File: src/hdl/dtc_pkg.sv
package dtc_pkg;

  // register addresses on the special function register port
  localparam logic [7:0] DTC_ADDR_CONTROL     = 8'h88;
  localparam logic [7:0] DTC_ADDR_MODE        = 8'h89;
  localparam logic [7:0] DTC_ADDR_FIRST_LOW   = 8'h8A;
  localparam logic [7:0] DTC_ADDR_SECOND_LOW  = 8'h8B;
  localparam logic [7:0] DTC_ADDR_FIRST_HIGH  = 8'h8C;
  localparam logic [7:0] DTC_ADDR_SECOND_HIGH = 8'h8D;

  // bit positions in the shared control register
  localparam int DTC_CTL_SECOND_OVF  = 7;
  localparam int DTC_CTL_SECOND_RUN  = 6;
  localparam int DTC_CTL_FIRST_OVF   = 5;
  localparam int DTC_CTL_FIRST_RUN   = 4;
  localparam int DTC_CTL_EXT_B_REQ   = 3;
  localparam int DTC_CTL_EXT_B_TYPE  = 2;
  localparam int DTC_CTL_EXT_A_REQ   = 1;
  localparam int DTC_CTL_EXT_A_TYPE  = 0;

  // per-timer nibble of the mode register: second timer high, first low
  localparam int DTC_MODE_NIBBLE_W   = 4;
  localparam int DTC_MODE_FIRST_LSB  = 0;
  localparam int DTC_MODE_SECOND_LSB = 4;

  // reset values
  localparam logic [7:0] DTC_CONTROL_RST = 8'h00;
  localparam logic [7:0] DTC_MODE_RST    = 8'h00;
  localparam logic [7:0] DTC_COUNT_RST   = 8'h00;

  // timing: core clock periods per machine cycle, and low-byte prescaler width
  localparam int DTC_MACHINE_CYCLE_CLKS = 12;
  localparam int DTC_PRESCALE_BITS      = 5;

  // counting modes
  typedef enum logic [1:0] {
    DTC_MODE_13BIT       = 2'b00,
    DTC_MODE_16BIT       = 2'b01,
    DTC_MODE_8BIT_RELOAD = 2'b10,
    DTC_MODE_STOPPED     = 2'b11
  } dtc_mode_e;

  // one timer's configuration nibble, pin gate at the top
  typedef struct packed {
    logic      gate;
    logic      counter_sel;
    dtc_mode_e mode;
  } dtc_tcfg_s;

  // write request on the special function register port
  typedef struct packed {
    logic [7:0] addr;
    logic [7:0] wdata;
    logic       wr;
  } dtc_sfr_req_s;

  // software write into one timer's count bytes
  typedef struct packed {
    logic       wr_low;
    logic       wr_high;
    logic [7:0] wdata;
  } dtc_cnt_wr_s;

  // vectoring acknowledges from the interrupt controller
  typedef struct packed {
    logic vec_first_timer;
    logic vec_second_timer;
    logic vec_ext_a;
    logic vec_ext_b;
  } dtc_vec_ack_s;

endpackage : dtc_pkg

File: src/hdl/dtc_timer_pair.sv
`timescale 1ns/10ps
// Notes on behaviour
// - second timer overflow flag, bit 7, set on overflow, cleared on vectoring.
// - bit 6 is second timer run bit; one runs, zero stops.
// - first timer overflow flag, bit 5, set on overflow, cleared on vectoring.
// - bit 4 is first timer run bit; one runs, zero stops.
// - external request b flag, bit 3, set by falling edge or low level.
// - request flags cleared on vectoring only when edge mode; level mode follows pin.
// - bit 2 selects request b trigger: one edge, zero low level.
// - external request a flag, bit 1, set by falling edge or low level.
// - bit 0 selects request a trigger: one edge, zero low level.
// - each timer has high and low count bytes, separate or joined.
// - mode 0 counts 13 bits: high byte over low five bits.
// - mode 0 leaves upper three low-byte bits meaningless to software.
// - wrapping all ones to zero sets the timer overflow flag.
// - counting needs run bit and either gate clear or interrupt pin high.
// - setting run bit never clears the count bytes.
// - mode 1 counts all sixteen bits as one register.
// - mode 2 counts low byte, reloads from high byte on overflow.
// - both timers behave the same in modes 0, 1 and 2.
// - mode field 00 13-bit, 01 16-bit, 10 reload, 11 stopped.
// - timer function advances once per machine cycle of 12 clocks.
// - counter function counts pin falling edges seen over two machine cycles.
// - each timer has its own gate and counter-select bit in mode register.
module dtc_timer_pair #(
  parameter int MACHINE_CYCLE_CLKS = dtc_pkg::DTC_MACHINE_CYCLE_CLKS
) (
  input  wire logic                  CLK_SYS_IN,
  input  wire logic                  NRST_IN,
  input  wire dtc_pkg::dtc_sfr_req_s SFR_REQ_IN,
  input  wire dtc_pkg::dtc_vec_ack_s VEC_ACK_IN,
  input  wire logic                  EXT_IRQ_A_PIN_N_IN,
  input  wire logic                  EXT_IRQ_B_PIN_N_IN,
  input  wire logic                  COUNT_A_PIN_IN,
  input  wire logic                  COUNT_B_PIN_IN,
  output logic [7:0]                 SFR_RDATA_OUT,
  output logic                       FIRST_TIMER_OVF_OUT,
  output logic                       SECOND_TIMER_OVF_OUT,
  output logic                       EXT_IRQ_A_REQ_OUT,
  output logic                       EXT_IRQ_B_REQ_OUT
);
  import dtc_pkg::*;

  localparam int MC_W = $clog2(MACHINE_CYCLE_CLKS);
  localparam logic [MC_W-1:0] MC_LAST = MC_W'(MACHINE_CYCLE_CLKS - 1);

  // control register bits
  logic            second_timer_overflow_flag;
  logic            second_timer_run_bit;
  logic            first_timer_overflow_flag;
  logic            first_timer_run_bit;
  logic            ext_irq_b_request_flag;
  logic            ext_irq_b_trigger_type;
  logic            ext_irq_a_request_flag;
  logic            ext_irq_a_trigger_type;
  logic [7:0]      timer_pair_mode;
  logic [7:0]      rdata;
  logic [7:0]      next_rdata;

  // machine cycle prescaler
  logic [MC_W-1:0] mc_count;
  logic            mc_tick;

  // pin synchronisers, index 0 first timer / request a, index 1 second / b
  logic [1:0]      irq_meta;
  logic [1:0]      irq_sync;
  logic [1:0]      irq_prev;
  logic [1:0]      cnt_meta;
  logic [1:0]      cnt_sync;
  logic [1:0]      cnt_sample;
  logic [1:0]      cnt_fall_seen;

  // per-timer wiring
  logic [1:0]      run_bits;
  logic [1:0]      count_pulse;
  logic [1:0]      overflow_pulse;
  logic [7:0]      low_byte  [2];
  logic [7:0]      high_byte [2];
  logic [1:0]      irq_fall;
  logic            ctl_wr;
  logic            mode_wr;

  assign ctl_wr   = SFR_REQ_IN.wr && (SFR_REQ_IN.addr == DTC_ADDR_CONTROL);
  assign mode_wr  = SFR_REQ_IN.wr && (SFR_REQ_IN.addr == DTC_ADDR_MODE);
  assign run_bits = {second_timer_run_bit, first_timer_run_bit};
  assign irq_fall = irq_prev & ~irq_sync;
  assign mc_tick  = (mc_count == MC_LAST);

  // machine cycle counter, one tick every twelve clocks
  always_ff @(posedge CLK_SYS_IN) begin
    if (!NRST_IN) begin
      mc_count <= '0;
    end else if (mc_tick) begin
      mc_count <= '0;
    end else begin
      mc_count <= mc_count + MC_W'(1);
    end
  end

  // two-flop synchronisers for the interrupt and count pins
  always_ff @(posedge CLK_SYS_IN) begin
    if (!NRST_IN) begin
      irq_meta <= 2'h3;
      irq_sync <= 2'h3;
      irq_prev <= 2'h3;
      cnt_meta <= 2'h0;
      cnt_sync <= 2'h0;
    end else begin
      irq_meta <= {EXT_IRQ_B_PIN_N_IN, EXT_IRQ_A_PIN_N_IN};
      irq_sync <= irq_meta;
      irq_prev <= irq_sync;
      cnt_meta <= {COUNT_B_PIN_IN, COUNT_A_PIN_IN};
      cnt_sync <= cnt_meta;
    end
  end

  // mode register written by software
  always_ff @(posedge CLK_SYS_IN) begin
    if (!NRST_IN) begin
      timer_pair_mode <= DTC_MODE_RST;
    end else if (mode_wr) begin
      timer_pair_mode <= SFR_REQ_IN.wdata;
    end
  end

  // both timers built alike, each from its own mode nibble
  generate
    for (genvar i = 0; i < 2; i++) begin : g_timer
      dtc_tcfg_s   cfg;
      dtc_cnt_wr_s cnt_wr;
      logic        source_ok;
      logic        gate_ok;

      assign cfg = dtc_tcfg_s'(timer_pair_mode[i*DTC_MODE_NIBBLE_W +: DTC_MODE_NIBBLE_W]);
      assign cnt_wr.wr_low  = SFR_REQ_IN.wr &&
        (SFR_REQ_IN.addr == ((i == 0) ? DTC_ADDR_FIRST_LOW : DTC_ADDR_SECOND_LOW));
      assign cnt_wr.wr_high = SFR_REQ_IN.wr &&
        (SFR_REQ_IN.addr == ((i == 0) ? DTC_ADDR_FIRST_HIGH : DTC_ADDR_SECOND_HIGH));
      assign cnt_wr.wdata   = SFR_REQ_IN.wdata;

      // count pin sampled once per machine cycle, high then low is a fall
      always_ff @(posedge CLK_SYS_IN) begin
        if (!NRST_IN) begin
          cnt_sample[i]    <= 1'b0;
          cnt_fall_seen[i] <= 1'b0;
        end else if (mc_tick) begin
          cnt_sample[i]    <= cnt_sync[i];
          cnt_fall_seen[i] <= cnt_sample[i] & ~cnt_sync[i];
        end
      end

      // fall detected in one machine cycle is counted at the next tick
      assign source_ok      = cfg.counter_sel ? cnt_fall_seen[i] : 1'b1;
      assign gate_ok        = ~cfg.gate | irq_sync[i];
      assign count_pulse[i] = mc_tick & source_ok & gate_ok & run_bits[i];

      dtc_timer_unit u_unit (
        .clk_in       (CLK_SYS_IN),
        .nrst_in      (NRST_IN),
        .cfg_in       (cfg),
        .count_in     (count_pulse[i]),
        .wr_in        (cnt_wr),
        .low_out      (low_byte[i]),
        .high_out     (high_byte[i]),
        .overflow_out (overflow_pulse[i])
      );
    end
  endgenerate

  // run bits and trigger types written by software; counts are untouched
  always_ff @(posedge CLK_SYS_IN) begin
    if (!NRST_IN) begin
      second_timer_run_bit   <= DTC_CONTROL_RST[DTC_CTL_SECOND_RUN];
      first_timer_run_bit    <= DTC_CONTROL_RST[DTC_CTL_FIRST_RUN];
      ext_irq_b_trigger_type <= DTC_CONTROL_RST[DTC_CTL_EXT_B_TYPE];
      ext_irq_a_trigger_type <= DTC_CONTROL_RST[DTC_CTL_EXT_A_TYPE];
    end else if (ctl_wr) begin
      second_timer_run_bit   <= SFR_REQ_IN.wdata[DTC_CTL_SECOND_RUN];
      first_timer_run_bit    <= SFR_REQ_IN.wdata[DTC_CTL_FIRST_RUN];
      ext_irq_b_trigger_type <= SFR_REQ_IN.wdata[DTC_CTL_EXT_B_TYPE];
      ext_irq_a_trigger_type <= SFR_REQ_IN.wdata[DTC_CTL_EXT_A_TYPE];
    end
  end

  // second timer overflow flag, set beats vectoring and software clear
  always_ff @(posedge CLK_SYS_IN) begin
    if (!NRST_IN) begin
      second_timer_overflow_flag <= DTC_CONTROL_RST[DTC_CTL_SECOND_OVF];
    end else if (overflow_pulse[1]) begin
      second_timer_overflow_flag <= 1'b1;
    end else if (VEC_ACK_IN.vec_second_timer) begin
      second_timer_overflow_flag <= 1'b0;
    end else if (ctl_wr) begin
      second_timer_overflow_flag <= SFR_REQ_IN.wdata[DTC_CTL_SECOND_OVF];
    end
  end

  // first timer overflow flag, set beats vectoring and software clear
  always_ff @(posedge CLK_SYS_IN) begin
    if (!NRST_IN) begin
      first_timer_overflow_flag <= DTC_CONTROL_RST[DTC_CTL_FIRST_OVF];
    end else if (overflow_pulse[0]) begin
      first_timer_overflow_flag <= 1'b1;
    end else if (VEC_ACK_IN.vec_first_timer) begin
      first_timer_overflow_flag <= 1'b0;
    end else if (ctl_wr) begin
      first_timer_overflow_flag <= SFR_REQ_IN.wdata[DTC_CTL_FIRST_OVF];
    end
  end

  // request b flag: follows the pin in level mode, latches falls in edge mode
  always_ff @(posedge CLK_SYS_IN) begin
    if (!NRST_IN) begin
      ext_irq_b_request_flag <= DTC_CONTROL_RST[DTC_CTL_EXT_B_REQ];
    end else if (!ext_irq_b_trigger_type) begin
      ext_irq_b_request_flag <= ~irq_sync[1];
    end else if (irq_fall[1]) begin
      ext_irq_b_request_flag <= 1'b1;
    end else if (VEC_ACK_IN.vec_ext_b) begin
      ext_irq_b_request_flag <= 1'b0;
    end else if (ctl_wr) begin
      ext_irq_b_request_flag <= SFR_REQ_IN.wdata[DTC_CTL_EXT_B_REQ];
    end
  end

  // request a flag: follows the pin in level mode, latches falls in edge mode
  always_ff @(posedge CLK_SYS_IN) begin
    if (!NRST_IN) begin
      ext_irq_a_request_flag <= DTC_CONTROL_RST[DTC_CTL_EXT_A_REQ];
    end else if (!ext_irq_a_trigger_type) begin
      ext_irq_a_request_flag <= ~irq_sync[0];
    end else if (irq_fall[0]) begin
      ext_irq_a_request_flag <= 1'b1;
    end else if (VEC_ACK_IN.vec_ext_a) begin
      ext_irq_a_request_flag <= 1'b0;
    end else if (ctl_wr) begin
      ext_irq_a_request_flag <= SFR_REQ_IN.wdata[DTC_CTL_EXT_A_REQ];
    end
  end

  // read data selection, unmapped addresses read zero
  always_comb begin
    next_rdata = 8'h00;
    if (SFR_REQ_IN.addr == DTC_ADDR_CONTROL) begin
      next_rdata = {second_timer_overflow_flag, second_timer_run_bit,
                    first_timer_overflow_flag, first_timer_run_bit,
                    ext_irq_b_request_flag, ext_irq_b_trigger_type,
                    ext_irq_a_request_flag, ext_irq_a_trigger_type};
    end else if (SFR_REQ_IN.addr == DTC_ADDR_MODE) begin
      next_rdata = timer_pair_mode;
    end else if (SFR_REQ_IN.addr == DTC_ADDR_FIRST_LOW) begin
      next_rdata = low_byte[0];
    end else if (SFR_REQ_IN.addr == DTC_ADDR_SECOND_LOW) begin
      next_rdata = low_byte[1];
    end else if (SFR_REQ_IN.addr == DTC_ADDR_FIRST_HIGH) begin
      next_rdata = high_byte[0];
    end else if (SFR_REQ_IN.addr == DTC_ADDR_SECOND_HIGH) begin
      next_rdata = high_byte[1];
    end
  end

  // registered read data, one cycle behind the address
  always_ff @(posedge CLK_SYS_IN) begin
    if (!NRST_IN) begin
      rdata <= 8'h00;
    end else begin
      rdata <= next_rdata;
    end
  end

  // outputs straight from the flag and read flops
  assign SFR_RDATA_OUT        = rdata;
  assign FIRST_TIMER_OVF_OUT  = first_timer_overflow_flag;
  assign SECOND_TIMER_OVF_OUT = second_timer_overflow_flag;
  assign EXT_IRQ_A_REQ_OUT    = ext_irq_a_request_flag;
  assign EXT_IRQ_B_REQ_OUT    = ext_irq_b_request_flag;

endmodule : dtc_timer_pair

File: src/hdl/dtc_timer_unit.sv
`timescale 1ns/10ps
module dtc_timer_unit (
  input  wire logic                clk_in,
  input  wire logic                nrst_in,
  input  wire dtc_pkg::dtc_tcfg_s  cfg_in,
  input  wire logic                count_in,
  input  wire dtc_pkg::dtc_cnt_wr_s wr_in,
  output logic [7:0]               low_out,
  output logic [7:0]               high_out,
  output logic                     overflow_out
);
  import dtc_pkg::*;

  logic [7:0]  low;
  logic [7:0]  high;
  logic        overflow;
  logic [7:0]  next_low;
  logic [7:0]  next_high;
  logic        next_overflow;
  logic [12:0] sum13;
  logic [15:0] sum16;

  // next count value for the selected mode
  always_comb begin
    next_low      = low;
    next_high     = high;
    next_overflow = 1'b0;
    sum13         = {high, low[DTC_PRESCALE_BITS-1:0]} + 13'h0001;
    sum16         = {high, low} + 16'h0001;
    if (wr_in.wr_low || wr_in.wr_high) begin
      if (wr_in.wr_low) begin
        next_low = wr_in.wdata;
      end
      if (wr_in.wr_high) begin
        next_high = wr_in.wdata;
      end
    end else if (count_in) begin
      case (cfg_in.mode)
        DTC_MODE_13BIT: begin
          // upper low bits are left as they are
          next_low      = {low[7:DTC_PRESCALE_BITS], sum13[DTC_PRESCALE_BITS-1:0]};
          next_high     = sum13[12:DTC_PRESCALE_BITS];
          next_overflow = &{high, low[DTC_PRESCALE_BITS-1:0]};
        end
        DTC_MODE_16BIT: begin
          next_low      = sum16[7:0];
          next_high     = sum16[15:8];
          next_overflow = &{high, low};
        end
        DTC_MODE_8BIT_RELOAD: begin
          if (&low) begin
            next_low      = high;
            next_overflow = 1'b1;
          end else begin
            next_low = low + 8'h01;
          end
        end
        default: begin
          next_low = low; // stopped: hold
        end
      endcase
    end
  end

  // count bytes and overflow pulse
  always_ff @(posedge clk_in) begin
    if (!nrst_in) begin
      low      <= DTC_COUNT_RST;
      high     <= DTC_COUNT_RST;
      overflow <= 1'b0;
    end else begin
      low      <= next_low;
      high     <= next_high;
      overflow <= next_overflow;
    end
  end

  assign low_out      = low;
  assign high_out     = high;
  assign overflow_out = overflow;

endmodule : dtc_timer_unit

File: config.mk
export PLATFORM = sky130hd
export DESIGN_NAME = dtc_timer_pair
export DESIGN_NICKNAME = d
export VERILOG_FILES = /design/src/hdl/dtc_pkg.sv /design/src/hdl/dtc_timer_pair.sv /design/src/hdl/dtc_timer_unit.sv
export SDC_FILE = /design/constraint.sdc
export NUM_CORES = 1
export LEC_CHECK = 0
export ABC_AREA = 1
export BUFFER_PORTS_ARGS = -buffer_cell sky130_fd_sc_hd__buf_2
export CELL_PAD_IN_SITES_DETAIL_PLACEMENT = 0
export CELL_PAD_IN_SITES_GLOBAL_PLACEMENT = 1
export CORE_MARGIN = 2
export CORE_UTILIZATION = 42
export CTS_CLUSTER_SIZE = 25
export DETAILED_ROUTE_END_ITERATION = 8
export PLACE_DENSITY = 0.88
export RECOVER_POWER = 100
export SYNTH_ARGS = -nofsm -noshare
export SYNTH_HDL_FRONTEND = slang
export SYNTH_SLANG_ARGS = --single-unit
File: constraint.sdc
create_clock -name CLK_SYS_IN -period 1.8 [get_ports CLK_SYS_IN]
set_input_delay 0.09 -clock CLK_SYS_IN [delete_from_list [all_inputs] [get_ports CLK_SYS_IN]]
set_output_delay 0.09 -clock CLK_SYS_IN [all_outputs]
set_load 0.02 [all_outputs]
### Word level (Yosys, flattened, before mapping)

Cells that the tools add are included.

| storage, ports and cells | value |
|---|---|
| flip-flop bits (word level) | 76 |
| logic and storage cells | 154 |
| bits of input ports | 27 |
| output and inout port bits | 12 |

| operators by class | value |
|---|---|
| reductions and logical operators | 35 |
| muxes and demuxes | 44 |
| add/subtract/negate cells | 7 |
| equality and inequality tests | 19 |
| bitwise operators | 21 |

Operator list:

| cell | number |
|---|---|
| 8-bit two-way mux | 20 |
| 8-bit equality test, second input constant | 6 |
| 8-bit case mux with 3 select lines | 2 |
| 16-bit by 1-bit adder with 16-bit output, second input constant | 2 |
| 8-bit case mux with 2 select lines | 2 |
| 16-bit AND reduction | 2 |
| 13-bit by 1-bit adder with 13-bit output, second input constant | 2 |
| 13-bit AND reduction | 2 |
| 1-bit two-way mux | 18 |
| 3-bit nonzero test | 6 |
| 8-bit by 1-bit adder with 8-bit output, second input constant | 2 |
| 8-bit AND reduction | 2 |
| 2-bit by 1-bit != test with 1-bit output, second input constant | 6 |
| 3-bit AND reduction | 4 |
| 1-bit NOT | 9 |
| 1-bit AND | 8 |
| 4-bit by 2-bit != test with 1-bit output, second input constant | 2 |
| 4-bit AND reduction | 2 |
| 4-bit nonzero test | 2 |
| 1-bit logical AND | 6 |
| 1-bit case mux with 3 select lines | 2 |
| 3-bit OR reduction | 2 |
| 4-bit by 1-bit adder with 4-bit output, second input constant | 1 |
| 2-bit by 1-bit equality test with 1-bit output, second input constant | 2 |
| other kinds (9) | 14 |

### Depth between registers and ports, before layout

Gate-level depths: netlist of the first run.

| logic depth | value |
|---|---|
| depth after elaboration | 7 |
| gate-level depth with buffers | 13 |
| mapped depth without buffers | 12 |

### Cells and area by module

From an unflattened synthesis of the first run, not the netlist that was laid out.

| unflattened totals | value |
|---|---|
| cell total of the unflattened synthesis | 797 |
| area total of the unflattened synthesis | 5,024.8 sq um |

Modules (own cells, without submodules):

| module | instances | area each (sq um) | cells an instance | seq. area each (sq um) |
|---|---|---|---|---|
| dtc_timer_unit | 2 | 1,488.9 | 250 | 340.3 |
| dtc_timer_pair | 1 | 2,047.0 | 297 | 840.8 |

### Least setup slack after synthesis of the first run

OpenSTA, ideal clock, no wires.

| path | value |
|---|---|
| path kind | flip-flop to flip-flop |
| start point | reg mc_count[0] |
| end point | reg g_timer[0].u_unit.high[4] |
| stages on the path, launching flop included | 13 |
| period minus slack after synthesis | 1.552 ns |
| data arrival time | 1.496 ns |
| path slack | 0.248 ns |
| cell sequence | dfxtp_1 ha_1 inv_1 nor2_1 nand2_1 nor2_1 nand2_1 nand2_1 nand2_2 buf_6 a21oi_1 nand2_1 inv_1 |

| on the way | value |
|---|---|
| cells in the longest elaborated chain, start to end | 6 |

RTL lines:

| item | RTL line | source |
|---|---|---|
| start, declared | dtc_timer_pair.sv:61 | `logic [MC_W-1:0] mc_count;` |
| start signal, assigned | dtc_timer_pair.sv:96 | `mc_count <= mc_count + MC_W'(1);` |
| 4-bit equality test | dtc_timer_pair.sv:87 | `assign mc_tick = (mc_count == MC_LAST);` |
| 1-bit AND (3 in series) | dtc_timer_pair.sv:155 | `assign count_pulse[i] = mc_tick & source_ok & gate_ok & run_bits[i];` |
| 2-bit nonzero test (no line) | n/a |  |
| 3-bit AND reduction (no line) | n/a |  |
| end signal, assigned | dtc_timer_unit.sv:73 | `high <= next_high;` |
| end, declared | dtc_timer_unit.sv:15 | `logic [7:0] high;` |

No other way between the ends.
A chain may end at the register's enable or synchronous reset.

### Final worst setup path of the first run

| path | value |
|---|---|
| start point | reg timer_pair_mode[4] |
| end point | reg g_timer[1].u_unit.low[2] |

| on the way | value |
|---|---|
| cells in the longest elaborated chain, start to end | 4 |
| elaborated cells between the ends (all ways) | 8 |
| classes of those cells | 2 x eq/ne; 3 x mux; 3 x reduce/logical |

RTL lines:

| item | RTL line | source |
|---|---|---|
| start, declared | dtc_timer_pair.sv:56 | `logic [7:0] timer_pair_mode;` |
| start signal, assigned | dtc_timer_pair.sv:122 | `timer_pair_mode <= SFR_REQ_IN.wdata;` |
| 2-bit equality test (tied with other cells) | dtc_timer_unit.sv:38 | `case (cfg_in.mode)` |
| 8-bit case mux with 3 select lines | dtc_timer_unit.sv:38 |  |
| 8-bit two-way mux | dtc_timer_unit.sv:37 | `end else if (count_in) begin` |
| 8-bit two-way mux | dtc_timer_unit.sv:30 | `if (wr_in.wr_low \|\| wr_in.wr_high) begin` |
| end signal, assigned | dtc_timer_unit.sv:72 | `low <= next_low;` |
| end, declared | dtc_timer_unit.sv:14 | `logic [7:0] low;` |

Several ways; a longest one is shown, not always the timed one. The select of a mux whose other input is x is not followed.

==> summary.md, run 1 <==
| Metric | Value |
|---|---|
| Outcome | complete, no violations |
| Crit path from | timer_pair_mode[4]$_SDFFE_PN0P_ |
| Arr. time, crit path | 1.94 ns |
| Cells after Synth | 843 |
| Multi-input gate area | 3090 µm² |
| Initial antenna violation count | 0 |
| Tcrit/Tclk final | 0.917 |
| Netlist Area Pre-Place | 5100 µm² |
| Max-slew violations | 0 |
| M1 WL | between 7000 and 8000 µm |
| Final Hold Fails | 0 |
| Final TNS setup | 0 ns |
| Max Root-Sink Buffers | 2 |
| Area delta synth->final | 17.2% |
| Hpwl dp | 11800 µm |
| Seq/Total Area, Yosys | 0.298 |
| Synthesized flop and latch total | between 70 and 80 |
| R2R cell count | 8 |
| Maximum VDD drop | 0.338 mV |
| Clk sinks | 76 |
| Worst slack, placed | 0.00331 ns |
| Row cnt | 40 |
| H-tree depth | 3 |
| Hold WC Path Type | in2reg |
| DRT iter0 DRCs | about 640 |
| Hold EP | SECOND_TIMER_OVF_OUT$_SDFFE_PN0P_ |
| Flip-flop and latch area | 1520 µm² |
| DRT Wirelength | 15900 µm |
| Uppermost layer routed | met4 |
| Crit-path max FO | 4 |
| Reg2reg end | g_timer[1].u_unit.low_out[2]$_SDFFE_PN0P_ |
| Asr flop ratio synth | 0 |
| Initial DRT Pass Iterations | 6 |
| Die Span X | 114 µm |
| CTS tree | built |
| Power per Cell Area | 625 nW/µm² |
| Max frequency | around 600 MHz |
| Routed WL per cell | 14.9 µm |
| Core area | 11900 µm² |
| CTS root buf | clkbuf_16 |
| Wire length on met3 | 1030 µm |
| Post-DRT Antenna Nets | 0 |
| Worst Path Required | 2.09 ns |
| Minimum clock period | 1.65 ns |
| Hold Startpoint | VEC_ACK_IN[2] |
| ANT cells | 0 |
| Postcts setup bufs | 0 |
| Fraction of layout cells with a size suffix above 1 | 0.140 |
| EDFF count, synth | 0 |
| Kind of critical path | reg2reg |
| Final Wtd Congestion | 0.911 |
| Via Count | approximately 5500 |
| Setup ws final | 0.149 ns |
| Routed vias/inst | 5.21 |
| Max-Slew Margin vs Limit | 0.487 |
| Total congestion overflow | 0 |
| Clock transition at the registers of the reported paths | approximately 0.070 ns |
| LEAKAGE | 2.94 nW |
| I/O pin count | 39 |
| Num CTS Buffers | 9 |
| Final setup fails | 0 |
| Die ar. | 13000 µm² |
| Slew @ Worst Pin | 0.769 ns |
| IO Port Bufs | 38 |
| Initial core utilization | 0.428 |
| Worst reg2reg path startpoint | timer_pair_mode[4]$_SDFFE_PN0P_ |
| Main synth FF type | dfxtp_1 |
| Vias in the first global route | around 4900 |
| Syn_area_per_cell | 6.05 µm² |
| Height of the chip | between 100 and 150 µm |
| Max Cap Viol | 0 |
| CP endpoint kind | register |
| Largest net degree at the start of global routing | 54 |
| Syn nets | 883 |
| RSZ-0062 raised after global routing | false |
| Synth warn | 0 |
| Clock Latency Late Sink | 0.36 ns |
| DRC | 0 |
| Nets | 951 |
| Worst Setup Start Kind | register |
| R2r setup slk | 0.15 ns |
| Hold depth | 4 |
| Worst-case hold slack | 0.0288 ns |
| Worst Clk Skew | 0.0126 ns |
| Routed wl met2 | 7000 µm |
| GRT Util Overall | 0.249 |
| Unique masters post-synth | 35 |
| First-pass GRT wire length | 25500 µm |
| Number of fill cells | 1249 |
==> worst max-delay path by stage <==
stage | slack, ns | endpoint
6_report | 0.15 | g_timer[1].u_unit.low_out[2]$_SDFFE_PN0P_
3_5_place_dp | 0.003 | g_timer[1].u_unit.low_out[6]$_SDFFE_PN0P_
4_1_cts | -0.0009 | g_timer[1].u_unit.low_out[6]$_SDFFE_PN0P_
2_1_floorplan | 0.25 | g_timer[0].u_unit.high_out[4]$_SDFFE_PN0P_
5_1_grt | 0.005 | g_timer[0].u_unit.high_out[4]$_SDFFE_PN0P_
3_3_place_gp | 0.11 | g_timer[0].u_unit.high_out[5]$_SDFFE_PN0P_
==> flip-flops by register name, indices dropped and copies added, names as in the netlist, 2 cells and up <==
signal,count
irq_sync,2
irq_prev,2
g_timer.u_unit.overflow_out,2
g_timer.u_unit.low_out,16
cnt_meta,2
cnt_sync,2
irq_meta,2
cnt_sample,2
timer_pair_mode,8
cnt_fall_seen,2
g_timer.u_unit.high_out,16
SFR_RDATA_OUT,8
mc_count,4
==> logic make-up (layout without fill, tap and decap cells) <==
group | after synthesis | in the layout | share of synthesized area
simple gates | 537 | 538 | 0.469
buf+inv | 129 | 201 | 0.105
compound gates | 80 | 80 | 0.0820
flops | 76 | 76 | 0.298
fa+ha+maj | 13 | 13 | 0.0319
xor+xnor | 8 | 8 | 0.0137
==> layout make-up <==
| class | count | share of cell area |
|---|---|---|
| timing repair buffer | 78 | 0.0817 |
| multi-input combinational | 639 | 0.517 |
| sequential | 76 | 0.255 |
| tap | 147 | 0.0308 |
| clock inverter | 7 | 0.0109 |
| inverter | 107 | 0.0672 |
| clock buffer | 9 | 0.0377 |
==> critical path, stage by stage (launching register included) <==
cell and delay (ns):
dfxtp_1 0.37, inv_1 0.10, ha_1 0.32, inv_1 0.09, nor2_1 0.08, or2_2 0.31, a21oi_1 0.16, nor2_1 0.07
nor2_1 0.09
==> synthesized netlist by cell type, drive strengths merged, types with 7 or more instances <==
| master | instances | area, µm² |
|---|---|---|
| ha | 13 | 163 |
| nand3 | 101 | 553 |
| buf | 15 | 106 |
| o21ai | 32 | 160 |
| nand2 | 282 | 1090 |
| or2 | 9 | 56.3 |
| dfxtp | 76 | 1520 |
| nor3 | 9 | 45.0 |
| clkbuf | 7 | 26.3 |
| inv | 105 | 394 |
| a21oi | 39 | 195 |
| nor2 | 110 | 474 |
| nand4 | 23 | 150 |
==> timing repair <==
action	in CTS	in global routing
hold endpoints to repair	4	0
pin swaps	0	1
gates cloned	0	1
gates resized for setup	0	20
hold buffers	4	0
setup endpoints to repair	2	32
==> routing by layer <==
metal / vias to the layer above / global-route usage
met2: 201 / 0.391
met3: 21 / 0.0334
met5: - / 0
li1: 2815 / -
met1: 2501 / 0.355
met4: 0 / 0.0764
==> cells in the final DEF (no fill, tap or decap), types with 6 or more instances in the layout <==
cell type	n
nand2_1	264
inv_1	100
nor2_1	98
nand3_1	95
dfxtp_1	75
a21oi_1	39
buf_4	32
o21ai_0	31
buf_2	26
nand4_1	23
nand2_2	16
clkbuf_1	14
ha_1	12
nor3_1	9
clkbuf_16	9
or2_2	8
xor2_1	6
a31oi_1	6
nor2_4	6
==> stage by stage <==
step                std cells  power (mW)  utilization  area (µm²)
global placement         1042        1.94        0.472        5620
floorplan                 843        1.85            -        5100
CTS                      1062        3.75        0.500        5950
global route             1063        3.85        0.502        5980
finish                   1063        3.74        0.502        5980
detailed placement       1042        1.94        0.472        5620
==> power breakdown <==
group | switching, mW | internal (mW)
sequential | 0.0116 | 1.70
combinational | 0.129 | 0.0678
clock | 0.856 | 0.972
total | 0.996 | 2.74
(Power assumes the default switching activity.)
==> run 2: changes to the inputs <==
--- a/config.mk
+++ b/config.mk
@@ -5,15 +5,14 @@
 export SDC_FILE = /design/constraint.sdc
 export NUM_CORES = 1
 export LEC_CHECK = 0
-export ABC_AREA = 1
 export BUFFER_PORTS_ARGS = -buffer_cell sky130_fd_sc_hd__buf_2
 export CELL_PAD_IN_SITES_DETAIL_PLACEMENT = 0
 export CELL_PAD_IN_SITES_GLOBAL_PLACEMENT = 1
 export CORE_MARGIN = 2
-export CORE_UTILIZATION = 42
+export CORE_UTILIZATION = 49
 export CTS_CLUSTER_SIZE = 25
 export DETAILED_ROUTE_END_ITERATION = 8
-export PLACE_DENSITY = 0.88
+export PLACE_DENSITY = 0.94
 export RECOVER_POWER = 100
 export SYNTH_ARGS = -nofsm -noshare
 export SYNTH_HDL_FRONTEND = slang
==> constraint.sdc (replaced) <==
create_clock -name CLK_SYS_IN -period 2 [get_ports CLK_SYS_IN]
set_input_delay 0.1 -clock CLK_SYS_IN [delete_from_list [all_inputs] [get_ports CLK_SYS_IN]]
set_output_delay 0.1 -clock CLK_SYS_IN [all_outputs]
set_load 0.02 [all_outputs]
==> run 2 against run 1 <==
  * Sequential cell count unchanged
  * Highest routed layer unchanged
  * Largest cell class unchanged
  * Final cell count fell by 23%
  * Critical endpoint is now g_timer[0].u_unit.high_out[2]$_SDFFE_PN0P_
  * Area after synthesis down 5.0%
  * Critical path depth stayed put
  * Clock-buffer cell count stayed put
  * Clock skew shrank 0.0066 ns
  * Die area is 18% lower
==> summary.md, run 2 <==
| Metric | Value |
|---|---|
| Dpl cells | 793 (was 1042) |
| EDFF count, synth | 0 (unchanged) |
| Area delta synth->final | 21.2% (was 17.2%) |
| M1 WL | 6500 µm (was 7560 µm) |
| Hold WC Path Type | in2reg (unchanged) |
| Total congestion overflow | 0 (unchanged) |
| Combinational power share | 0.067 (was 0.053) |
| Number of fill cells | 870 (was 1249) |
| Final Wtd Congestion | 1.01 (was 0.911) |
| Maximum VDD drop | 0.514 mV (was 0.338 mV) |
| DRT iter0 DRCs | 473 (was 637) |
| Clock Latency Late Sink | 0.36 ns (about the same) |
| Uppermost layer routed | met4 (unchanged) |
| I/O pin count | 39 (unchanged) |
| Commonest non-fill, non-tap cell in the layout | dfxtp_1 (was nand2_1) |
| IO Port Bufs | 38 (unchanged) |
| Post-synth top area share | 0.314 (was 0.298) |
| Routed vias/inst | 6.15 (was 5.21) |
| Final TNS setup | 0 ns (unchanged) |
| Hpwl dp | 11300 µm (was 11800 µm) |
| Initial antenna violation count | 0 (unchanged) |
| Synthesized flop and latch total | 76 (unchanged) |
| CTS tree | built (unchanged) |
| DRC | 0 (unchanged) |
| Ranking of synthesized cells by area | dfxtp_1, nand2_1, a21oi_1 (was dfxtp_1, nand2_1, nand3_1) |
| Arr. time, crit path | 2.17 ns (was 1.94 ns) |
| Synth warn | 0 (unchanged) |
| Netlist Area Pre-Place | 4840 µm² (was 5100 µm²) |
| Routed wl met2 | 7040 µm (was 7000 µm) |
| Switching power | 0.785 mW (was 0.996 mW) |
| Final Hold Fails | 0 (unchanged) |
| Main synth FF type | dfxtp_1 (unchanged) |
| Sequential share of power | 0.492 (was 0.458) |
| Max-Slew Margin vs Limit | 0.673 (was 0.487) |
| Crit-path max FO | 4 (unchanged) |
| Worst Setup Start Kind | register (unchanged) |
| Worst path top cell family by delay | compound AO/OA/AOI/OAI gates (was simple AND/OR/NAND/NOR gates) |
| Initial DRT Pass Iterations | 6 (unchanged) |
| Multi-input gate area | 3160 µm² (was 3090 µm²) |
| Largest net degree at the start of global routing | 43 (was 54) |
| LEAKAGE | 2.16 nW (was 2.94 nW) |
| Asr flop ratio synth | 0 (unchanged) |
| Via Count | 5018 (was 5538) |
| Syn nets | 634 (was 883) |
| Final setup fails | 0 (unchanged) |
| Height of the chip | 103 µm (was 114 µm) |
| Minimum clock period | 1.91 ns (was 1.65 ns) |
| Cells after Synth | 594 (was 843) |
| Final instance area | 5870 µm² (was 5980 µm²) |
| GRT Util Overall | 0.300 (was 0.249) |
| Yosys top cell by area | dfxtp_1 (unchanged) |
| Most frequent cell after synthesis | dfxtp_1 (was nand2_1) |
| First-pass GRT wire length | 24400 µm (was 25500 µm) |
| Vias in the first global route | 4631 (was 4936) |
| DRT Wirelength | 15400 µm (was 15900 µm) |
| H-tree depth | 3 (unchanged) |
| CP endpoint kind | register (unchanged) |
| Die ar. | 10700 µm² (was 13000 µm²) |
| CTS root buf | clkbuf_8 (was clkbuf_16) |
| Routed WL per cell | 18.8 µm (was 14.9 µm) |
| Flip-flop and latch area | 1530 µm² (was 1520 µm²) |
| Max Cap Viol | 0 (unchanged) |
| Switching fraction of total power | 0.252 (was 0.267) |
| WP buf/inv | 1 (was 2) |
| Commonest cells after routing, fill and taps aside | dfxtp_1, nand2_1, buf_4 (was nand2_1, inv_1, nor2_1) |
| Tcrit/Tclk final | 0.953 (was 0.917) |
| Seq/Total Area, Yosys | 0.314 (was 0.298) |
| Initial core utilization | 0.500 (was 0.428) |
| Syn_area_per_cell | 8.16 µm² (was 6.05 µm²) |
| Die Span X | 103 µm (was 114 µm) |
| Nets | 718 (was 951) |
| Commonest cells in the netlist | dfxtp_1, nand2_1, a21oi_1, o21ai_0, nor2_1 (was nand2_1, nor2_1, inv_1, nand3_1, dfxtp_1) |
| Num CTS Buffers | 9 (unchanged) |
| Final Core Density | 0.606 (was 0.502) |
| Fraction of layout cells with a size suffix above 1 | 0.224 (was 0.140) |
| Placed inst area | 5580 µm² (was 5620 µm²) |
| Power per Cell Area | 531 nW/µm² (was 625 nW/µm²) |
| Post-Layout Cell Count | 816 (was 1063) |
| Slew @ Worst Pin | 0.478 ns (was 0.769 ns) |
| Max Root-Sink Buffers | 2 (unchanged) |
| Pint | 2.33 mW (was 2.74 mW) |
| Outcome | complete, no violations (unchanged) |
| Row cnt | 36 (was 40) |
| Wire length on met3 | 1280 µm (was 1030 µm) |
| Clock transition at the registers of the reported paths | 0.09 ns (was 0.07 ns) |
| Kind of critical path | reg2reg (unchanged) |
| Delay of the slowest critical-path stage | 0.34 ns (was 0.37 ns) |
| Worst Clk Skew | 0.00597 ns (was 0.0126 ns) |
| Clk sinks | 76 (unchanged) |
| Max-slew violations | 0 (unchanged) |
| ANT cells | 0 (unchanged) |
| Max frequency | 525 MHz (was 606 MHz) |
| Crit path max-delay cell type | dfxtp_1 (unchanged) |
| Post-DRT Antenna Nets | 0 (unchanged) |
| CP Cell Sequence | inv_1 > ha_1 > nand4b_1 > o22ai_2 > nand2_1 > o32a_1 > o21ai_0 > nor2_1 (was inv_1 > ha_1 > inv_1 > nor2_1 > or2_2 > a21oi_1 > nor2_1 > nor2_1) |
| Worst Path Required | 2.26 ns (was 2.09 ns) |
| Clk pwr share | 0.440 (was 0.489) |
| Core area | 9680 µm² (was 11900 µm²) |
| Unique masters post-synth | 79 (was 35) |
==> run 2: final timing paths <==
check                             startpoint                                          to  slack [ns]  depth (start not counted)
max          timer_pair_mode[1]$_SDFFE_PN0P_  g_timer[0].u_unit.high_out[2]$_SDFFE_PN0P_        0.09                          8
min                            VEC_ACK_IN[2]           SECOND_TIMER_OVF_OUT$_SDFFE_PN0P_        0.04                          3
max reg2reg  timer_pair_mode[1]$_SDFFE_PN0P_  g_timer[0].u_unit.high_out[2]$_SDFFE_PN0P_        0.09                          8
min reg2reg           irq_meta[0]$_SDFF_PN1_                      irq_sync[0]$_SDFF_PN1_        0.41                          1
==> run 2: repair_timing <==
| action | CTS | global route |
|---|---|---|
| setup buffers | 0 | 1 |
| pin swaps | 0 | 1 |
| resized for setup | 1 | 14 |
| gates cloned | 0 | 0 |
| hold buffers | 6 | 0 |
| hold endpoints to repair | 6 | 0 |
| setup endpoints to repair | 5 | 21 |
==> run 2: area by class of cell <==
class / instances / share of cell area
flip-flops and latches: 76 / 0.260
repair buffers: 113 / 0.129
multi-input cells: 468 / 0.537
clock inverters: 7 / 0.0177
well taps: 133 / 0.0283
inverters: 10 / 0.00639
clock buffers: 9 / 0.0211
==> run 2: stage by stage <==
step	hold WS, ns	worst slack (ns)	total power, mW
global route	0.0588	-0.0282	3.21
detailed placement	0.288	-0.0878	1.77
floorplan	0.201	0.0128	1.67
finish	0.0418	0.0936	3.12
CTS	0.0315	0.0402	3.14
global placement	0.287	-0.0746	1.77
==> run 2: logic make-up after synthesis <==
group / Yosys count / synth area share
AND/OR/NAND/NOR: 233 / 0.266
AO/OA/AOI/OAI: 196 / 0.292
flip-flops: 76 / 0.314
buffers and inverters: 50 / 0.0429
multiplexers: 18 / 0.0374
adder cells (fa/ha/maj): 13 / 0.0336
XOR/XNOR: 8 / 0.0145
==> run 2: worst min-delay path, delay by kind of cell <==
family,cells,cell delay [ns]
simple gates,1,0.03
compound gates,1,0.15
buf+inv,1,0.07
==> run 2: routing by layer <==
metal,track usage,vias to the layer above
met2,0.480,244
met1,0.411,2348
met4,0.108,0
li1,-,2387
met5,0,-
met3,0.0450,39
==> run 2: power by group through the flow <==
stage	registers (mW)	clock network [mW]	logic, mW
2_1_floorplan	1.57	0	0.102
3_3_place_gp	1.57	0	0.195
3_5_place_dp	1.57	0	0.199
4_1_cts	1.54	1.40	0.208
5_1_grt	1.54	1.45	0.223
6_report	1.54	1.37	0.210
==> run 3: changes to the inputs <==
--- a/config.mk
+++ b/config.mk
@@ -9,11 +9,12 @@
 export CELL_PAD_IN_SITES_DETAIL_PLACEMENT = 0
 export CELL_PAD_IN_SITES_GLOBAL_PLACEMENT = 1
 export CORE_MARGIN = 2
-export CORE_UTILIZATION = 49
+export CORE_UTILIZATION = 42
 export CTS_CLUSTER_SIZE = 25
 export DETAILED_ROUTE_END_ITERATION = 8
-export PLACE_DENSITY = 0.94
+export PLACE_DENSITY = 0.82
 export RECOVER_POWER = 100
 export SYNTH_ARGS = -nofsm -noshare
 export SYNTH_HDL_FRONTEND = slang
+export SYNTH_HIERARCHICAL = 1
 export SYNTH_SLANG_ARGS = --single-unit
==> run 3 against run 2 <==
  * Critical path depth fell by 1
  * Sequential cell count did not move
  * Final cell count fell by 4.2%
  * Routed wire length rose by 2.7%
  * Register-to-register slack barely moved
  * Worst hold slack improved by 0.094 ns
  * Worst setup slack improved by 0.0056 ns
  * Power rose by 23%
  * Sequential share of layout area fell by 0.40 points
  * Via count fell by 2.8%
  * First-iteration DRC count rose by 24%
  * Critical endpoint is now g_timer[0].u_unit/high_out[5]$_SDFFE_PN0P_
==> summary.md, run 3 <==
| Metric | Value |
|---|---|
| ANT cells | 0 (unchanged) |
| Ranking of synthesized cells by area | dfxtp_1, mux4_2, a22oi_1 (was dfxtp_1, nand2_1, a21oi_1) |
| Grt peak-use layer | met2 (unchanged) |
| Arr. time, crit path | 2.17 ns (about the same) |
| Final Hold Fails | 0 (unchanged) |
| CTS root buf | clkbuf_16 (was clkbuf_8) |
| R2R cell count | 7 (was 8) |
| Worst Clk Skew | 0.00496 ns (was 0.00597 ns) |
| Netlist Area Pre-Place | 4760 µm² (was 4840 µm²) |
| Unique masters post-synth | 70 (was 79) |
| Final Wtd Congestion | 0.959 (was 1.01) |
| Largest net degree at the start of global routing | 27 (was 43) |
| I/O pin count | 39 (unchanged) |
| Minimum clock period | 1.90 ns (was 1.91 ns) |
| Routed vias/inst | 6.24 (was 6.15) |
| Initial core utilization | 0.436 (was 0.500) |
| Kind of critical path | reg2reg (unchanged) |
| Row cnt | 38 (was 36) |
| CP Cell Sequence | inv_1 > ha_1 > nand4_1 > o32ai_2 > nand4_1 > or4_1 > nand3_1 (was inv_1 > ha_1 > nand4b_1 > o22ai_2 > nand2_1 > o32a_1 > o21ai_0 > nor2_1) |
| Worst Path Required | 2.27 ns (was 2.26 ns) |
| CTS tree | built (unchanged) |
| Main synth FF type | dfxtp_1 (unchanged) |
| CP endpoint kind | register (unchanged) |
| Syn_area_per_cell | 8.82 µm² (was 8.16 µm²) |
| Final Core Density | 0.544 (was 0.606) |
| Height of the chip | 111 µm (was 103 µm) |
| Post-synth top area share | 0.319 (was 0.314) |
| Clock Latency Late Sink | 0.34 ns (was 0.36 ns) |
| Max Cap Viol | 0 (unchanged) |
| Commonest cells after routing, fill and taps aside | dfxtp_1, buf_4, nor2_1, nand2_1, a21oi_1 (was dfxtp_1, nand2_1, buf_4) |
| Routing usage on met2 | 0.432 (was 0.480) |
| Max-Slew Margin vs Limit | 0.235 (was 0.673) |
| H-tree depth | 3 (unchanged) |
| Clk sinks | 76 (unchanged) |
| Hpwl dp | 11500 µm (was 11300 µm) |
| Hold depth | 3 (unchanged) |
| Commonest cells in the netlist | dfxtp_1, nor2_1, nand2_1, a21oi_1, inv_1 (was dfxtp_1, nand2_1, a21oi_1, o21ai_0, nor2_1) |
| Max-slew violations | 0 (unchanged) |
| Dpl cells | 757 (was 793) |
| Power per Cell Area | 646 nW/µm² (was 531 nW/µm²) |
| Post-DRT Antenna Nets | 0 (unchanged) |
| Cells after Synth | 540 (was 594) |
| Seq/Total Area, Yosys | 0.319 (was 0.314) |
| Most frequent cell after synthesis | dfxtp_1 (unchanged) |
| Core area | 10900 µm² (was 9680 µm²) |
| Crit path max-delay cell type | or4_1 (was dfxtp_1) |
| Vias in the first global route | 4783 (was 4631) |
| Worst path top cell family by delay | simple AND/OR/NAND/NOR gates (was compound AO/OA/AOI/OAI gates) |
| Via Count | 4879 (was 5018) |
| Met3 Use GR | 0.0428 (was 0.0450) |
| DRT Wirelength | 15800 µm (was 15400 µm) |
| GRT Util Overall | 0.260 (was 0.300) |
| Delay of the slowest critical-path stage | 0.43 ns (was 0.34 ns) |
| Initial DRT Pass Iterations | 5 (was 6) |
| Max frequency | 526 MHz (was 525 MHz) |
| Number of fill cells | 1028 (was 870) |
| Num CTS Buffers | 9 (unchanged) |
| Yosys top cell by area | dfxtp_1 (unchanged) |
| Tcrit/Tclk final | 0.950 (was 0.953) |
| Routed WL per cell | 20.2 µm (was 18.8 µm) |
| Die Span X | 111 µm (was 103 µm) |
| Syn nets | 578 (was 634) |
| IO Port Bufs | 38 (unchanged) |
| Worst path depth | 7 (was 8) |
| Crit-path max FO | 4 (unchanged) |
| First-pass GRT wire length | 25500 µm (was 24400 µm) |
| Final setup fails | 0 (unchanged) |
| Area delta synth->final | 24.9% (was 21.2%) |
| Total congestion overflow | 0 (unchanged) |
| DRC | 0 (unchanged) |
| Synth warn | 6 (was 0) |
| WP buf/inv | 1 (unchanged) |
| Worst Setup Start Kind | register (unchanged) |
| Nets | 675 (was 718) |
| Clock transition at the registers of the reported paths | 0.06 ns (was 0.09 ns) |
| Synthesized flop and latch total | 76 (unchanged) |
| Commonest non-fill, non-tap cell in the layout | dfxtp_1 (unchanged) |
| Met1 Use GR | 0.333 (was 0.411) |
| DRT iter0 DRCs | 588 (was 473) |
| Die ar. | 12200 µm² (was 10700 µm²) |
| Maximum VDD drop | 0.466 mV (was 0.514 mV) |
| Final TNS setup | 0 ns (unchanged) |
| Max Root-Sink Buffers | 2 (unchanged) |
| Fraction of layout cells with a size suffix above 1 | 0.259 (was 0.224) |
| EDFF count, synth | 0 (unchanged) |
| Slew @ Worst Pin | 1.15 ns (was 0.478 ns) |
| LEAKAGE | 2.29 nW (was 2.16 nW) |
| Asr flop ratio synth | 0 (unchanged) |
| Most frequent cell on the critical path | nand4_1 |
| Initial antenna violation count | 0 (unchanged) |
| Total Power | 3.84 mW (was 3.12 mW) |
| Post-Layout Cell Count | 782 (was 816) |
| Hold WC Path Type | in2reg (unchanged) |
| Outcome | complete, no violations (unchanged) |
-- run 3: logic make-up (layout without fill, tap and decap cells) --
family | count (synthesis) | count (layout) | share of synthesized area
adder cells (fa/ha/maj) | 11 | 11 | 0.0289
multiplexers | 27 | 27 | 0.0798
flip-flops | 76 | 76 | 0.319
AND/OR/NAND/NOR | 191 | 191 | 0.232
AO/OA/AOI/OAI | 175 | 175 | 0.278
XOR/XNOR | 4 | 4 | 0.00735
buffers and inverters | 56 | 158 | 0.0541
-- run 3: layout make-up --
class                           instances  area [µm²]  share of cell area
Timing Repair Buffer                  117         764               0.128
Clock inverter                          7         123              0.0206
Multi-Input combinational cell        408        3050               0.512
Clock buffer                            9         225              0.0379
Inverter                               25        93.8              0.0158
Sequential cell                        76        1520               0.256
Tap cell                              140         175              0.0294
-- run 3: routing by layer --
metal,vias to the layer above,routed length (µm),share of wire
li1,2278,-,-
met1,2355,6670,0.42
met2,202,7620,0.48
met3,44,1000,0.063
met4,0,494,0.031
met5,-,0,0
-- run 3: worst register-to-register path: stages, from the launching register on --
cell	delay, ns
dfxtp_1	0.31
inv_1	0.07
ha_1	0.21
nand4_1	0.20
o32ai_2	0.36
nand4_1	0.17
or4_1	0.43
nand3_1	0.10
-- run 3: timing repair --
item                                   in CTS  in global routing
pin swaps                                   1                  2
gates cloned                                0                  0
endpoints found under the hold margin       4                  0
setup endpoints to repair                   1                 28
buffers inserted                            1                  4
resized for setup                           0                 11
hold buffers                                4                  0
-- run 3: final timing paths --
check                                       start                                          to  slack, ns
setup / recovery  timer_pair_mode[1]$_SDFFE_PN0P_  g_timer[0].u_unit/high_out[5]$_SDFFE_PN0P_        0.1
hold / removal                      SFR_REQ_IN[3]             timer_pair_mode[2]$_SDFFE_PN0P_       0.14
setup reg to reg  timer_pair_mode[1]$_SDFFE_PN0P_  g_timer[0].u_unit/high_out[5]$_SDFFE_PN0P_        0.1
hold reg to reg            irq_meta[1]$_SDFF_PN1_                      irq_sync[1]$_SDFF_PN1_       0.41
-- run 3: power by group --
part	internal [mW]	switching [mW]	total (mW)
Sequential	1.55	0.0455	1.60
Combinational	0.129	0.187	0.316
Clock	1.23	0.703	1.93
-- run 3: metrics by stage --
step	setup slack, ns	cell area, µm²	hold slack (ns)
floorplan	0.0340	4770	0.195
global route	-0.00574	5950	0.147
CTS	0.0345	5900	0.127
detailed placement	-0.0371	5500	0.292
global placement	-0.00222	5500	0.283
finish	0.0992	5950	0.136
